## src/scwt_params.svh

```systemverilog
`ifndef SCWT_PARAMS_SVH
`define SCWT_PARAMS_SVH
// Operation
// RULE1: Input direction: read returns live data pin
// RULE2: Output direction: written bit drives data pin
// RULE3: Pin bits act only in bypass/sync modes
// RULE4: Sync mode: bit holds level at clock rise
// RULE5: Direction bit one is input, zero output
// RULE6: Stop bit halts clock at chosen level
// RULE7: Bypass: level bit drives clock, stop ignored
// RULE8: Firmware sequences clock stop and restart itself
// RULE9: Firmware uses user pins for auxiliary contacts
// RULE10: ETU divider from rate and adjust codes
// RULE11: Block limit is 28 bits over four bytes
// RULE12: Block mode: last sent start to reply
// RULE13: Character mode: gap between any consecutive characters
// RULE14: Either timer passing limit raises interrupt
// RULE15: Firmware loads block limit before last byte
// RULE16: Character limit 16 bits, low byte higher address
// RULE17: Character timer spans consecutive received start edges
// RULE18: Firmware loads wait values before reception begins
// RULE19: Sync mode: sample on rise, change on fall
// RULE20: Bypass: firmware handles framing, parity, answer-to-reset
// RULE21: Timer restarts at zero, stops at limit

//==================================================================
// Register map
`define SCWT_ADDR_W      16
`define SCWT_OFF_PIN_CTL 16'hfe0b
`define SCWT_OFF_BW3     16'hfe18
`define SCWT_OFF_BW2     16'hfe19
`define SCWT_OFF_BW1     16'hfe1a
`define SCWT_OFF_BW0     16'hfe1b
`define SCWT_OFF_CW1     16'hfe1c
`define SCWT_OFF_CW0     16'hfe1d

//==================================================================
// Field positions of the pin control register
`define SCWT_BIT_DATA    5
`define SCWT_BIT_DIR     4
`define SCWT_BIT_LVL     1
`define SCWT_BIT_STOP    0

//==================================================================
// Reset values and widths
`define SCWT_RST_BYTE    8'h00
`define SCWT_BW_W        28
`define SCWT_CW_W        16
`define SCWT_DIV_W       13
`define SCWT_BW3_BITS    4

`endif

```

## src/scwt_pkg.sv

```systemverilog
package scwt_pkg;

   //===============================================================
   // Stored pin control bits
   typedef struct packed {
      logic data;       // Written data pin value
      logic dir;        // One is input, zero output
      logic clk_level;  // Clock level when stopped or bypassed
      logic clk_stop;   // Clock stop request
   } scwt_pin_ctl_t;

   //===============================================================
   // Interface operating mode, one-hot
   typedef enum logic [2:0] {
      SCWT_MODE_ASYNC  = 3'b001,
      SCWT_MODE_BYPASS = 3'b010,
      SCWT_MODE_SYNC   = 3'b100
   } scwt_mode_t;

   //===============================================================
   // Character start events from the UART
   typedef struct packed {
      logic tx_start;   // Leading edge of a sent character
      logic rx_start;   // Start bit of a received character
   } scwt_char_evt_t;

endpackage

```

## src/scwt_wait_timer.sv

```systemverilog
`timescale 1ns/100ps
module scwt_wait_timer #(
   parameter int W = 16
) (
   // Clock and reset
   input  wire logic         ref_clk_i,
   input  wire logic         nrst_i,
   // Control
   input  wire logic         restart_i,
   input  wire logic         halt_i,
   input  wire logic         etu_tick_i,
   input  wire logic [W-1:0] limit_i,
   // Status
   output logic              running_o,
   output logic              timeout_o
);

   //===============================================================
   // Counter state
   logic [W-1:0] count_q;     // ETUs elapsed since the start edge
   logic         run_q;       // Counting
   logic         tmo_q;       // One-cycle timeout pulse
   wire          at_limit  = (count_q == limit_i);
   wire          step      = run_q & etu_tick_i;
   wire          expire    = step & at_limit & ~restart_i & ~halt_i;

   // Restart beats halt so a new start edge is never lost
   always_ff @(posedge ref_clk_i or negedge nrst_i)
   begin
      if (!nrst_i)
      begin
         count_q <= '0;
         run_q   <= 1'b0;
         tmo_q   <= 1'b0;
      end
      else
      begin
         tmo_q <= expire;                     // see RULE14
         if (restart_i)
         begin
            count_q <= '0;                    // see RULE21
            run_q   <= 1'b1;
         end
         else if (halt_i || expire)
            run_q <= 1'b0;                    // see RULE21
         else if (step)
            count_q <= count_q + 1'b1;
      end
   end

   assign running_o = run_q;
   assign timeout_o = tmo_q;

   //===============================================================
   // Checks
   restart_zero_a: assert property (@(posedge ref_clk_i) // see RULE21
      disable iff (!nrst_i) restart_i |=> (count_q == '0) && run_q)
      else $error("timer did not restart from zero");

   timeout_cause_a: assert property (@(posedge ref_clk_i) // see RULE14
      disable iff (!nrst_i)
      timeout_o |-> $past(at_limit) && $past(step) && !run_q)
      else $error("timeout without count reaching limit");

endmodule

```

## src/scwt_card_port.sv

```systemverilog
`timescale 1ns/100ps
`include "scwt_params.svh"
module scwt_card_port (
   // Clock and reset
   input  wire logic                    ref_clk_i,
   input  wire logic                    nrst_i,
   // Processor register port
   input  wire logic [`SCWT_ADDR_W-1:0] reg_addr_i,
   input  wire logic                    reg_wr_i,
   input  wire logic                    reg_rd_i,
   input  wire logic [7:0]              reg_wdata_i,
   output logic      [7:0]              reg_rdata_o,
   // Mode and rate selection
   input  wire scwt_pkg::scwt_mode_t    mode_i,
   input  wire logic                    block_proto_i,
   input  wire logic [3:0]              clock_rate_code_i,
   input  wire logic [3:0]              baud_adjust_code_i,
   // Card clock source
   input  wire logic                    card_clk_tick_i,
   input  wire logic                    card_clk_level_i,
   // Character events
   input  wire scwt_pkg::scwt_char_evt_t char_evt_i,
   // External card pins
   input  wire logic                    ext_card_data_pin_i,
   output logic                         ext_card_data_pin_o,
   output logic                         ext_card_data_pin_oe_o,
   output logic                         ext_card_clk_o,
   // Timeout interrupts
   output logic                         block_wait_timeout_o,
   output logic                         char_wait_timeout_o
);

   //===============================================================
   // Registers
   scwt_pkg::scwt_pin_ctl_t     ctl_q;  // Pin control bits
   logic [`SCWT_BW_W-1:0]       bw_q;   // Block or work wait limit
   logic [`SCWT_CW_W-1:0]       cw_q;   // Character or initial limit
   logic [7:0]                  rdata_q;
   logic                        pin_s1_q;
   logic                        pin_s2_q;
   logic                        cap_q;  // Level at last sync rise
   logic                        dout_q;
   logic                        oe_q;
   logic                        clk_q;
   logic                        sync_clk_q;
   logic [`SCWT_DIV_W-1:0]      etu_cnt_q;

   //===============================================================
   // Mode decode
   wire is_bypass = (mode_i == scwt_pkg::SCWT_MODE_BYPASS);
   wire is_sync   = (mode_i == scwt_pkg::SCWT_MODE_SYNC);
   wire pin_mode  = is_bypass | is_sync;

   //===============================================================
   // ETU divider lookup, rounded to nearest; one entry deviates
   function automatic logic [`SCWT_DIV_W-1:0] etu_div(
      input logic [3:0] fi,
      input logic [3:0] di
   );
      logic [`SCWT_DIV_W-1:0] two_f;
      logic [`SCWT_DIV_W-1:0] d;
      two_f = 13'd744;
      d     = 13'd1;
      unique case (fi)
         4'h2:    two_f = 13'd1116;
         4'h3:    two_f = 13'd1488;
         4'h4:    two_f = 13'd2232;
         4'h5:    two_f = 13'd2976;
         4'h6:    two_f = 13'd3720;
         4'h9:    two_f = 13'd1024;
         4'ha:    two_f = 13'd1536;
         4'hb:    two_f = 13'd2048;
         4'hc:    two_f = 13'd3072;
         4'hd:    two_f = 13'd4096;
         default: two_f = 13'd744;   // Codes 0, 1 and reserved
      endcase
      unique case (di)
         4'h2:    d = 13'd2;
         4'h3:    d = 13'd4;
         4'h4:    d = 13'd8;
         4'h8:    d = 13'd12;
         4'h5:    d = 13'd16;
         4'h9:    d = 13'd20;
         4'h6:    d = 13'd32;
         default: d = 13'd1;         // Code 1 and reserved
      endcase
      // Hardware table keeps 138 where rounding would give 140
      if (fi == 4'h2 && di == 4'h4)
         etu_div = 13'd138;
      else
         etu_div = (two_f + (d >> 1)) / d;
   endfunction

   wire [`SCWT_DIV_W-1:0] div      = etu_div(clock_rate_code_i,
                                             baud_adjust_code_i); // see RULE10
   wire [`SCWT_DIV_W-1:0] half     = div >> 1;
   wire                   etu_tick = card_clk_tick_i &
                                     (etu_cnt_q == div - 1'b1);
   wire                   sync_fall = card_clk_tick_i &
                                     (etu_cnt_q == half - 1'b1);

   // ETU counter, also the sync mode clock source
   always_ff @(posedge ref_clk_i or negedge nrst_i)
   begin
      if (!nrst_i)
         etu_cnt_q <= '0;
      else if (etu_tick)
         etu_cnt_q <= '0;                    // see RULE10
      else if (card_clk_tick_i)
         etu_cnt_q <= etu_cnt_q + 1'b1;
   end

   // Sync clock rises at each ETU boundary, falls at half period
   always_ff @(posedge ref_clk_i or negedge nrst_i)
   begin
      if (!nrst_i)
         sync_clk_q <= 1'b0;
      else if (etu_tick)
         sync_clk_q <= 1'b1;
      else if (sync_fall)
         sync_clk_q <= 1'b0;
   end

   //===============================================================
   // Pin input synchroniser; read-back lags the pin by two cycles
   always_ff @(posedge ref_clk_i or negedge nrst_i)
   begin
      if (!nrst_i)
      begin
         pin_s1_q <= 1'b0;
         pin_s2_q <= 1'b0;
      end
      else
      begin
         pin_s1_q <= ext_card_data_pin_i;
         pin_s2_q <= pin_s1_q;
      end
   end

   // Capture data on the sync clock rise
   always_ff @(posedge ref_clk_i or negedge nrst_i)
   begin
      if (!nrst_i)
         cap_q <= 1'b0;
      else if (is_sync && etu_tick)
         cap_q <= pin_s2_q;                  // see RULE4 RULE19
   end

   //===============================================================
   // Register write decode
   wire wr_ctl = reg_wr_i & (reg_addr_i == `SCWT_OFF_PIN_CTL);
   wire wr_bw3 = reg_wr_i & (reg_addr_i == `SCWT_OFF_BW3);
   wire wr_bw2 = reg_wr_i & (reg_addr_i == `SCWT_OFF_BW2);
   wire wr_bw1 = reg_wr_i & (reg_addr_i == `SCWT_OFF_BW1);
   wire wr_bw0 = reg_wr_i & (reg_addr_i == `SCWT_OFF_BW0);
   wire wr_cw1 = reg_wr_i & (reg_addr_i == `SCWT_OFF_CW1);
   wire wr_cw0 = reg_wr_i & (reg_addr_i == `SCWT_OFF_CW0);

   // Pin control register; unused bits are not stored
   always_ff @(posedge ref_clk_i or negedge nrst_i)
   begin
      if (!nrst_i)
         ctl_q <= '0;
      else if (wr_ctl)
      begin
         ctl_q.data      <= reg_wdata_i[`SCWT_BIT_DATA];
         ctl_q.dir       <= reg_wdata_i[`SCWT_BIT_DIR];
         ctl_q.clk_level <= reg_wdata_i[`SCWT_BIT_LVL];
         ctl_q.clk_stop  <= reg_wdata_i[`SCWT_BIT_STOP];
      end
   end

   // Wait limits, one byte per write
   always_ff @(posedge ref_clk_i or negedge nrst_i)
   begin
      if (!nrst_i)
      begin
         bw_q <= '0;
         cw_q <= '0;
      end
      else
      begin
         if (wr_bw0) bw_q[7:0]   <= reg_wdata_i;           // see RULE11
         if (wr_bw1) bw_q[15:8]  <= reg_wdata_i;
         if (wr_bw2) bw_q[23:16] <= reg_wdata_i;
         if (wr_bw3) bw_q[27:24] <= reg_wdata_i[3:0];      // see RULE11
         if (wr_cw0) cw_q[7:0]   <= reg_wdata_i;           // see RULE16
         if (wr_cw1) cw_q[15:8]  <= reg_wdata_i;           // see RULE16
      end
   end

   //===============================================================
   // Register read mux; pin bit shows the pin when it is an input
   wire       pin_seen = is_sync ? cap_q : pin_s2_q;
   wire       rd_data  = ctl_q.dir ? pin_seen : ctl_q.data; // see RULE1
   wire [7:0] rd_ctl   = {2'b00, rd_data, ctl_q.dir, 2'b00,
                          ctl_q.clk_level, ctl_q.clk_stop};
   wire [7:0] rd_mux   =
      (reg_addr_i == `SCWT_OFF_PIN_CTL) ? rd_ctl :
      (reg_addr_i == `SCWT_OFF_BW3) ? {4'h0, bw_q[27:24]} :
      (reg_addr_i == `SCWT_OFF_BW2) ? bw_q[23:16] :
      (reg_addr_i == `SCWT_OFF_BW1) ? bw_q[15:8] :
      (reg_addr_i == `SCWT_OFF_BW0) ? bw_q[7:0] :
      (reg_addr_i == `SCWT_OFF_CW1) ? cw_q[15:8] :
      (reg_addr_i == `SCWT_OFF_CW0) ? cw_q[7:0] : `SCWT_RST_BYTE;

   // Read data is registered and cleared between reads
   always_ff @(posedge ref_clk_i or negedge nrst_i)
   begin
      if (!nrst_i)
         rdata_q <= `SCWT_RST_BYTE;
      else
         rdata_q <= reg_rd_i ? rd_mux : `SCWT_RST_BYTE;
   end

   //===============================================================
   // Pin drivers; outside bypass and sync the UART owns the data pin, the stop bit still acts on the clock
   wire dout_d = is_sync ? (sync_fall ? ctl_q.data : dout_q)
                         : ctl_q.data;       // see RULE2 RULE19
   wire oe_d   = pin_mode & ~ctl_q.dir;      // see RULE3 RULE5
   wire clk_d  = (is_bypass | ctl_q.clk_stop) ? ctl_q.clk_level :
                 is_sync ? sync_clk_q : card_clk_level_i; // see RULE6 RULE7

   always_ff @(posedge ref_clk_i or negedge nrst_i)
   begin
      if (!nrst_i)
      begin
         dout_q <= 1'b0;
         oe_q   <= 1'b0;
         clk_q  <= 1'b0;
      end
      else
      begin
         dout_q <= dout_d;
         oe_q   <= oe_d;
         clk_q  <= clk_d;
      end
   end

   assign ext_card_data_pin_o    = dout_q;
   assign ext_card_data_pin_oe_o = oe_q;
   assign ext_card_clk_o         = clk_q;
   assign reg_rdata_o            = rdata_q;

   //===============================================================
   // Wait timers; block mode halts at the reply, character mode
   // restarts on every character in either direction
   wire bw_restart = block_proto_i ? char_evt_i.tx_start      // see RULE12
                   : (char_evt_i.tx_start | char_evt_i.rx_start); // see RULE13
   wire bw_halt    = block_proto_i & char_evt_i.rx_start;      // see RULE12

   scwt_wait_timer #(
      .W (`SCWT_BW_W)
   ) u_block_wait (
      .ref_clk_i  (ref_clk_i),
      .nrst_i     (nrst_i),
      .restart_i  (bw_restart),
      .halt_i     (bw_halt),
      .etu_tick_i (etu_tick),
      .limit_i    (bw_q),
      .running_o  (),
      .timeout_o  (block_wait_timeout_o)                        // see RULE14
   );

   // Character timer spans received start edges; sending ends it
   scwt_wait_timer #(
      .W (`SCWT_CW_W)
   ) u_char_wait (
      .ref_clk_i  (ref_clk_i),
      .nrst_i     (nrst_i),
      .restart_i  (char_evt_i.rx_start),                        // see RULE17
      .halt_i     (char_evt_i.tx_start),
      .etu_tick_i (etu_tick),
      .limit_i    (cw_q),
      .running_o  (),
      .timeout_o  (char_wait_timeout_o)                         // see RULE14
   );

   //===============================================================
   // Checks
   bypass_clk_a: assert property (@(posedge ref_clk_i) // see RULE7
      disable iff (!nrst_i)
      is_bypass |=> ext_card_clk_o == $past(ctl_q.clk_level))
      else $error("bypass clock not following level bit");

   stop_level_a: assert property (@(posedge ref_clk_i) // see RULE6
      disable iff (!nrst_i) ctl_q.clk_stop [*2] |=>
      ext_card_clk_o == $past(ctl_q.clk_level))
      else $error("stopped clock not at idle level");

   dir_input_a: assert property (@(posedge ref_clk_i) // see RULE5
      disable iff (!nrst_i) ctl_q.dir |=> !ext_card_data_pin_oe_o)
      else $error("data pin driven while set as input");

   idle_mode_a: assert property (@(posedge ref_clk_i) // see RULE3
      disable iff (!nrst_i) !pin_mode |=> !ext_card_data_pin_oe_o)
      else $error("data pin driven outside bypass and sync");

   bypass_drive_a: assert property (@(posedge ref_clk_i) // see RULE2
      disable iff (!nrst_i) (is_bypass && !ctl_q.dir) |=>
      ext_card_data_pin_oe_o &&
      ext_card_data_pin_o == $past(ctl_q.data))
      else $error("bypass output not driving written bit");

   sync_capture_a: assert property (@(posedge ref_clk_i) // see RULE4
      disable iff (!nrst_i) (is_sync && etu_tick) |=>
      cap_q == $past(pin_s2_q) ##1 $stable(cap_q) || $past(etu_tick))
      else $error("sync capture missed clock rise");

   read_pin_a: assert property (@(posedge ref_clk_i) // see RULE1
      disable iff (!nrst_i) (reg_rd_i && ctl_q.dir && !is_sync &&
      reg_addr_i == `SCWT_OFF_PIN_CTL) |=>
      reg_rdata_o[`SCWT_BIT_DATA] == $past(pin_s2_q))
      else $error("read of input pin returned wrong level");

   etu_wrap_a: assert property (@(posedge ref_clk_i) // see RULE10
      disable iff (!nrst_i) etu_tick |=> etu_cnt_q == '0)
      else $error("ETU counter did not wrap at divider");

   sync_change_a: assert property (@(posedge ref_clk_i) // see RULE19
      disable iff (!nrst_i) (is_sync && !sync_fall) ##1 is_sync |->
      $stable(ext_card_data_pin_o) || $past(sync_fall, 2) ||
      $past(is_sync, 2) == 1'b0)
      else $error("sync data changed away from clock fall");

endmodule

```

## config.mk

```make
export PLATFORM = sky130hd
export DESIGN_NAME = scwt_card_port
export DESIGN_NICKNAME = d
export VERILOG_FILES = /design/src/scwt_pkg.sv /design/src/scwt_wait_timer.sv /design/src/scwt_card_port.sv
export VERILOG_INCLUDE_DIRS = /design/src
export SDC_FILE = /design/constraint.sdc
export NUM_CORES = 1
export LEC_CHECK = 0
export BUFFER_PORTS_ARGS = -buffer_cell sky130_fd_sc_hd__buf_2
export CORE_AREA = 2 2 164 166
export DETAILED_ROUTE_END_ITERATION = 10
export DIE_AREA = 0 0 166 168
export GPL_ROUTABILITY_DRIVEN = 0
export MAX_ROUTING_LAYER = met4
export RECOVER_POWER = 100
export SLEW_MARGIN = 10
export SYNTH_ARGS = -nofsm -noshare
export SYNTH_HDL_FRONTEND = slang
export SYNTH_HIERARCHICAL = 1
export SYNTH_SLANG_ARGS = --single-unit
export TNS_END_PERCENT = 20
```

## constraint.sdc

```tcl
create_clock -name ref_clk_i -period 9 [get_ports ref_clk_i]
set_clock_uncertainty 0.1 [all_clocks]
set_input_delay 0.45 -clock ref_clk_i [delete_from_list [all_inputs] [get_ports ref_clk_i]]
set_output_delay 0.45 -clock ref_clk_i [all_outputs]
set_load 0.02 [all_outputs]
```

# Yosys cells after proc, flatten, opt, wreduce, memory -nomap -nowiden

Memories as Yosys holds them, arrays and structs flattened.
Index checks and enable logic that the tools add are counted.
W data, S select, Z words.

Flip-flop bits (word level): 124
Memory bits (read-only): 176
Input bits: 45
Output and inout port bits: 13
Logic and storage cells: 127
Memories: 1

Memory list:

| name             | depth | width | rd ports | clocked after Yosys merged registers in | wr ports | line                 | text |
|---|---|---|---|---|---|---|---|
| (name not given) | 16    | 11    | 1        | 0                                       | 0        | scwt_card_port.sv:64 | `unique case (fi)` |

Add/sub/neg operators: 6
Div/mod/pow operators: 1
Equal/unequal tests: 24
Muxes and demuxes: 31
Bitwise operators: 27
Reduce and logical (&&, ||, !) cells: 12

Operator list:

| cell                    | count |
|---|---|
| $eq A16 B16 Y1 const B  | 7 |
| $mux W28                | 3 |
| $mux W8                 | 8 |
| $mux W16                | 3 |
| $pmux W6 S7             | 1 |
| $mux W13                | 3 |
| $add A28 B1 Y28 const B | 1 |
| $eq A28 B28 Y1          | 1 |
| $eq A13 B13 Y1          | 2 |
| $and A1 B1 Y1           | 19 |
| $add A16 B1 Y16 const B | 1 |
| $eq A16 B16 Y1          | 1 |
| $add A13 B1 Y13 const B | 1 |
| $add A13 B12 Y13        | 1 |
| $div A13 B13 Y13        | 1 |
| $mux W1                 | 13 |
| $sub A12 B1 Y13 const B | 1 |
| $sub A13 B1 Y13 const B | 1 |
| $eq A4 B2 Y1 const B    | 3 |
| $eq A4 B3 Y1 const B    | 3 |
| $reduce_bool A2 Y1      | 6 |
| $eq A4 B4 Y1 const B    | 2 |
| $not A1 Y1              | 5 |
| $ne A2 B1 Y1 const B    | 2 |
| other kinds (7)         | 12 |

# Longest topological paths before layout

Gate-level depths: netlist of run 1.

Depth in word-level cells: 15
Gate-level depth with buffers: 150
Gate-level depth less buffers: 139

# Hierarchy

Netlist of run 1, hierarchy kept.

By module, submodules not included:

| module                         | instances | cells an instance | area an instance (um^2) | seq. area each (um^2) |
|---|---|---|---|---|
| scwt_card_port                 | 1         | 1035              | 8725.9                  | 1901.8 |
| scwt_wait_timer (u_block_wait) | 1         | 208               | 1925.6                  | 750.7 |
| scwt_wait_timer (u_char_wait)  | 1         | 123               | 1153.6                  | 450.4 |

# Worst setup path after synthesis of run 1

No wires, ideal clock.

Path type: in2reg
Start: input port baud_adjust_code_i[2]
End: register u_block_wait.count_q[11]
Library setup time: 78 ps
Arrival: 27411 ps
Required time: 8822 ps
Path slack: -18589 ps
Stages on the path: 139
Buffers on the path: 11
Cells stage by stage: buf_2 xnor2_1 or3_1 inv_1 ha_1 fa_1 a21oi_1 o21ba_2 and2_1 nand2_1 nand2_1 ha_1 nand2b_1 and4_1 nor2_1 inv_1 ha_1 o21ai_0 [... 103 more ...] o21ai_0 nand2b_1 a21oi_1 o2111ai_1 o31ai_2 ha_1 xor2_1 nand2_1 a211oi_1 o2111ai_1 nor4_4 buf_4 nand2_1 nor2_1 and4_1 o21ai_1 or4_2 a21oi_1

Cells in the longest elaborated chain, start to end: 15
Elaborated cells between the ends (all ways): 23
Those cells by class: add/sub (2); div (1); eq/ne (9); mux (2); bitwise (5); reduce/logical (4)

Ends and longest elaborated chain:

| item                                       | line                  | text |
|---|---|---|
| from (decl)                                | scwt_card_port.sv:17  | `input wire logic [3:0] baud_adjust_code_i,` |
| $eq A4 B3 Y1, or another cell as far along | scwt_card_port.sv:77  | `unique case (di)` |
| $pmux W6 S7                                | scwt_card_port.sv:77  |  |
| $add A13 B12 Y13                           | scwt_card_port.sv:91  | `etu_div = (two_f + (d >> 1)) / d;` |
| $div A13 B13 Y13                           | scwt_card_port.sv:91  |  |
| $mux W13 *                                 | scwt_card_port.sv:88  | `if (fi == 4'h2 && di == 4'h4)` |
| $sub A13 B1 Y13 *                          | scwt_card_port.sv:98  | `(etu_cnt_q == div - 1'b1);` |
| $eq A13 B13 Y1 *                           | scwt_card_port.sv:98  |  |
| $and A1 B1 Y1 *                            | scwt_card_port.sv:97  | `wire etu_tick = card_clk_tick_i &` |
| named net etu_tick                         | scwt_card_port.sv:97  |  |
| $and A1 B1 Y1 *                            | scwt_wait_timer.sv:24 | `wire step = run_q & etu_tick_i;` |
| $and A1 B1 Y1 (3 in series)                | scwt_wait_timer.sv:25 | `wire expire = step & at_limit & ~restart_i & ~halt_i;` |
| $logic_or A1 B1 Y1                         | scwt_wait_timer.sv:44 | `else if (halt_i \|\| expire)` |
| $ne A2 B1 Y1 (no source line)              | -                     |  |
| $reduce_and A2 Y1 (no source line) *       | -                     |  |
| to (signal assigned)                       | scwt_wait_timer.sv:47 | `count_q <= count_q + 1'b1;` |
| to (decl)                                  | scwt_wait_timer.sv:20 | `logic [W-1:0] count_q;` |

Mark *: on every way through the listed nets, which the timed path passes. The rest lies on a longest branch.
A chain may end at the register's enable or synchronous reset.

# Worst setup path in the final report of run 1

Start: input port clock_rate_code_i[1]
End: register u_block_wait.count_q[23]

Cells in the longest elaborated chain, start to end: 14
Elaborated cells between the ends (all ways): 17
Those cells by class: add/sub (2); div (1); eq/ne (3); mux (1); bitwise (5); reduce/logical (4); memory (1)

Ends and longest elaborated chain:

| item                                 | line                  | text |
|---|---|---|
| from (decl)                          | scwt_card_port.sv:16  | `input wire logic [3:0] clock_rate_code_i,` |
| $mem_v2 Z16 W11                      | -                     |  |
| $add A13 B12 Y13                     | scwt_card_port.sv:91  |  |
| $div A13 B13 Y13                     | scwt_card_port.sv:91  |  |
| $mux W13 *                           | scwt_card_port.sv:88  |  |
| $sub A13 B1 Y13 *                    | scwt_card_port.sv:98  |  |
| $eq A13 B13 Y1 *                     | scwt_card_port.sv:98  |  |
| $and A1 B1 Y1 *                      | scwt_card_port.sv:97  |  |
| $and A1 B1 Y1 *                      | scwt_wait_timer.sv:24 |  |
| $and A1 B1 Y1 (3 in series)          | scwt_wait_timer.sv:25 |  |
| $logic_or A1 B1 Y1                   | scwt_wait_timer.sv:44 |  |
| $ne A2 B1 Y1 (no source line)        | -                     |  |
| $reduce_and A2 Y1 (no source line) * | -                     |  |

Mark *: on every way between the ends. The rest lies on a longest branch, timed or not.

==> impl_metrics.yaml, run 1 <==
sta:
  grt_setup_unrepaired: "true"
  fin_crit_sh: 2.678
  hold_viol_final: 0
  setup_viol: 64
  slew_headroom: -1.532
  fmax_mhz: 41.49
  worst_pin_slew_ns: 3.798
  setup_tns_ns: -945.77
  timing.final.max_slew_violations: 127
  hold_ws_ns: 0.04596
  period_minus_slack_ns: 24.11
  layout_setup_ws_ns: -15.11
critical_path:
  critPathMaxFanout: 8
  cp.arrival_ns: 24.34
  r2r_setup_slack_ns: 5.40
  regToRegStartpoint: "etu_cnt_q[6]"
  worstRegToRegCells: 15
  crit_path_end: "u_block_wait/count_q[23]"
  cp.required_ns: 9.24
  r2r-end: "u_block_wait/count_q[23]"
  crit_top_cell: "buf_4"
  slowest_delay_ns: 0.56
  cp_slowest_cell: "or4_4"
  crit_start: "clock_rate_code_i[1]"
  start_kind: "primary input"
  critical_path_class: "in2reg"
  endpoint_kind: "flop"
yosys:
  seq_area_frac_synth: 0.2629
  ys_warn_count: 6
  ys_ff_latch: 124
  netlist_area_mm2: 0.01181
  synth_nets: 1490
  synth_enable_flop_cells: 0
  ys_types: 103
  async_reset_ff_frac: 1.000
  syn_inst: 1366
  avgSynthCellArea_um2: 8.642
  ys.flop_type: "dfrtp_1"
place:
  hpwl_um: 28860
  portBuffers: 57
  place_ws_ns: -15.73
die:
  die_x_um: 166
  io_pins: 58
  rows: 60
  die_area_mm2: 0.02789
  die_h_um: 168
  coreArea_mm2: 0.02635
  start_util: 0.4480
grt:
  grt_pass1_wl_um: 63470
  grt_usage: 0.2856
  overflow: 0
  grt_max_degree: 74
  antenna_found_initial: 0
  first_global_vias: 12630
run:
  drv_cap: 2
layout:
  areaGrowthSynthToFinish_pct: 46.80
  final_core_util: 0.6577
  fin_nets: 1956
  drive_gt1_frac: 0.4255
  num-fill-cells: 2106
  diodes: 0
outcome:
  outcome: "complete, but fails checks"
  violations: "max-capacitance violations, max-slew violations, negative setup slack"
drt:
  drc: 0
  vias_per_cell: 5.777
  ant_nets: 0
  vias: 12630
  first_pass_iters: 7
  wl_per_cell_um: 18.18
  drt-total-wl_um: 39750
  drtIter0Drc: 876
clock_network:
  cts-root-buf: "clkbuf_16"
  cts_num_sinks: 124
  clk_pin_slew_ns: 0.06
  insertion_delay_ns: 0.42
  numCtsBuffers: 17
  clk_path_buf_depth: 2
  htreeDepth: 4
  cts_tree: "yes"
hold_path:
  min_path_type: "in2reg"
==> routing by layer <==
metal	vias up	part of all wire	global-route usage
li1	6042	-	-
met1	6094	0.42	0.3401
met2	392	0.51	0.5032
met3	101	0.039	0.02257
met4	0	0.031	0.1130
met5	-	0	-
==> synth_stat cells (31+ instances only) <==
cell type    n  area, um2
a21oi_1     79      395.4
dfrtp_1    124       3103
ha_1        78      975.9
inv_1       31      116.4
mux2_2      73      822.0
nand2_1     86      322.8
nand3_1     43      215.2
nor2_1     121      454.2
nor3_1      64      320.3
o21a_1      41      307.8
o21ai_0     65      325.3
xnor2_1     41      359.1
xor2_1      71      621.9
==> logic make-up after synthesis <==
logic type	synth area share
muxes	0.09804
buffers and inverters	0.03498
and+or+nand+nor	0.2354
xor gates and xnor gates	0.08309
adders and majority gates	0.08691
DFF	0.2629
AOI/OAI and AO/OA	0.1987
==> cell usage in the layout, fill, tap and decap left out, drive strengths merged, types with 6 or more instances in the layout <==
cell	count
xnor2	41
nor2	123
a221oi	8
and3	14
nand3b	6
o21a	41
clkbuf	39
xor2	71
o21ai	73
a22oi	9
buf	478
or3	31
mux2i	24
dfrtp	124
and2	14
o31ai	22
ha	78
inv	34
a21boi	6
o211ai	8
nand3	43
nand2b	22
or2	8
nand4	24
or4	16
nand2	86
a21o	14
nor2b	28
nor3	65
o31a	8
nor4	21
a21oi	79
a31oi	10
mux2	79
==> worst max-delay path, delay by kind of cell <==
kind / cells / cell delay [ns]
AOI/OAI and AO/OA: 56 / 8.78
buffers and inverters: 27 / 3.29
muxes: 3 / 0.74
xor gates and xnor gates: 1 / 0.13
adders and majority gates: 16 / 4.16
and+or+nand+nor: 42 / 6.73
==> state kept, by name, indices dropped and copies added (netlist names), 4 cells and up <==
name and count:
u_block_wait/count_q 28, ctl_q 4, etu_cnt_q 13, bw_q 28, cw_q 16, u_char_wait/count_q 16
reg_rdata_o 8
==> how the worst min path moves through the flow <==
| stage | start | to | cells past startpoint |
|---|---|---|---|
| after floorplan | nrst_i | bw_q[0] | 0 |
| after global placement | pin_s1_q | pin_s2_q | 0 |
| after detailed placement | pin_s1_q | pin_s2_q | 0 |
| after CTS | ext_card_data_pin_i | pin_s1_q | 1 |
| after global routing | ext_card_data_pin_i | pin_s1_q | 1 |
| final | ext_card_data_pin_i | pin_s1_q | 1 |
==> cell type report <==
type	instances	area (um2)	area share
multi-input combinational	1158	9340	0.5389
timing repair buffer	497	3682	0.2125
sequential	124	3103	0.1790
clock buffer	21	450.4	0.02599
tap	341	426.7	0.02462
clock inverter	11	190.2	0.01097
inverter	34	137.6	0.007942
==> timing repair <==
action,4_1_cts,5_1_grt
hold endpoints to repair,10,0
resized for setup,98,83
pin swaps,86,103
setup buffers,63,33
hold buffers,1,0
gates cloned,3,1
setup endpoints to repair,64,64
==> per-stage QoR <==
| stage | cells | cell area, um2 |
|---|---|---|
| after global routing | 2186 | 17330 |
| after floorplan | 1366 | 12230 |
| final | 2186 | 17330 |
| after global placement | 2055 | 15140 |
| after detailed placement | 2055 | 15140 |
| after CTS | 2154 | 16730 |
Power of run 1 is left out: the tool's default activity adds up to more than one toggle a clock period on the data nets, which glitch-free logic cannot reach.
==> inputs of run 2 (changes only) <==
Settings changed: GPL_TIMING_DRIVEN set to 0.
==> run 2 against run 1 <==
  * The run still ends with max-capacitance violations, max-slew violations, negative setup slack left
  * Wire length down 4.1%
  * Count of clock-buffer cells in the layout down 2
  * Utilization down 5.3 points
  * Cell count down 9.7%
  * First-iteration DRC count up 8.8%
  * Critical path depth down 5
  * Setup slack worse by 1.5 ns
  * Non-clock buffer count down 211
  * Final area down 8.0%
  * Register-to-register slack worse by 0.32 ns
  * Critical endpoint is now u_block_wait/count_q[21]
  * Highest routed layer unchanged
==> impl_metrics.yaml, run 2 (synthesis results as in run 1) <==
outcome:
  outcome: "complete, but fails checks"
  violations: "max-capacitance violations, max-slew violations, negative setup slack"
place:
  portBuffers: 54
  hpwl_um: 25590
clock_network:
  cts_num_sinks: 124
  clk_pin_slew_ns: 0.05
  numCtsBuffers: 17
  insertion_delay_ns: 0.41
  clk_path_buf_depth: 2
  htreeDepth: 4
  cts_tree: "yes"
  cts-root-buf: "clkbuf_16"
die:
  die_h_um: 168
  rows: 60
  coreArea_mm2: 0.02635
  die_x_um: 166
  io_pins: 58
  die_area_mm2: 0.02789
  start_util: 0.4480
grt:
  overflow: 0
  grt_usage: 0.2619
  antenna_found_initial: 0
  grt_pass1_wl_um: 58110
  first_global_vias: 11330
  grt_max_degree: 76
drt:
  first_pass_iters: 5
  drtIter0Drc: 953
  drt-total-wl_um: 38110
  vias: 11870
  ant_nets: 0
  wl_per_cell_um: 19.31
  drc: 0
  vias_per_cell: 6.012
critical_path:
  r2r_setup_slack_ns: 5.08
  slowest_delay_ns: 0.56
  cp.required_ns: 9.22
  critPathMaxFanout: 8
  cp_slowest_cell: "or4_4"
  start_kind: "primary input"
  endpoint_kind: "flop"
  crit_top_cell: "o21a_1"
  critical_path_class: "in2reg"
  cp.arrival_ns: 25.80
sta:
  slew_headroom: -1.632
  fmax_mhz: 39.10
  grt_setup_unrepaired: "true"
  worst_pin_slew_ns: 3.947
  layout_setup_ws_ns: -16.58
  period_minus_slack_ns: 25.58
  setup_viol: 64
  timing.final.max_slew_violations: 127
  fin_crit_sh: 2.842
  hold_viol_final: 0
layout:
  areaGrowthSynthToFinish_pct: 35.08
  num-fill-cells: 2237
  multi_input_area_mm2: 0.009530
  final_core_util: 0.6052
  drive_gt1_frac: 0.3429
  reg_top3: "bw_q x28, u_block_wait/count_q x28"
  ff_latch_area_mm2: 0.003103
  layout_common_cells: "buf_4, dfrtp_1, nor2_1, xor2_1"
  fin_nets: 1745
  diodes: 0
  layout_commonest_cell: "buf_4"
hold_path:
  min_path_type: "in2reg"
run:
  drv_cap: 2
## run 2: cell types whose count changed in the layout (fill, tap and decap cells not counted), sizes merged
| cell | previous run | this run |
|---|---|---|
| dlygate4sd1 | 0 | 2 |
| inv | 34 | 33 |
| clkinvlp | 1 | 2 |
| bufinv | 5 | 3 |
| buf | 478 | 237 |
| nor2 | 123 | 124 |
| o21ai | 73 | 72 |
| clkbuf | 39 | 65 |
| clkinv | 5 | 8 |
## run 2: stage by stage
stage | worst slack (ns) | TNS, ns | std cells | area, um2 | hold slack [ns]
global route | -17.47 | -1089.80 | 1974 | 15950 | 0.09762
finish | -16.58 | -1034.24 | 1974 | 15950 | 0.1077
detailed placement | -20.38 | -1265.33 | 1764 | 13000 | 0.2396
global placement | -20.22 | -1256.16 | 1761 | 12920 | 0.2326
floorplan | -16.18 | -1010.13 | 1366 | 12230 | 0.05441
CTS | -16.26 | -1016.65 | 1922 | 15150 | 0.07809
## run 2: layout make-up
cell class	instances	area share
buffer	48	0.02487
clock buffer	19	0.02778
clock inverter	12	0.009259
inverter	34	0.008945
multi-input combinational	1158	0.5976
sequential	124	0.1946
tap	341	0.02676
timing repair buffer	238	0.1102
## run 2: what timing repair did
item,in CTS,in global routing
setup buffers,125,52
hold buffers,1,0
gates cloned,1,3
pin swaps,101,80
hold endpoints to repair,49,0
gates resized for setup,122,89
setup endpoints to repair,64,64
## run 2: final timing paths
check	startpoint	end	depth (start not counted)
min in group asynchronous	nrst_i	u_block_wait/count_q[12]	2
hold reg to reg	pin_s1_q	pin_s2_q	0
max in group asynchronous	nrst_i	u_block_wait/count_q[26]	3
setup / recovery	baud_adjust_code_i[2]	u_block_wait/count_q[21]	140
hold / removal	ext_card_data_pin_i	pin_s1_q	1
setup reg to reg	etu_cnt_q[6]	u_block_wait/count_q[21]	16
## run 2: worst max-delay path: cells and delay by family
| kind | cells | cell delay, ns |
|---|---|---|
| AO/OA/AOI/OAI | 61 | 10.62 |
| XOR/XNOR | 2 | 0.28 |
| adder cells (fa/ha/maj) | 17 | 4.48 |
| buffers and inverters | 16 | 1.96 |
| multiplexers | 5 | 1.35 |
| AND/OR/NAND/NOR | 39 | 6.58 |
## run 2: per-layer routing
layer  vias up  part of all wire  GRT usage
met4         0             0.030    0.08053
met1      5748              0.43     0.3237
met2       401              0.50     0.4581
met5         -                 0          -
li1       5631                 -          -
met3        87             0.043    0.02116
Power of run 2 is left out for the same reason.
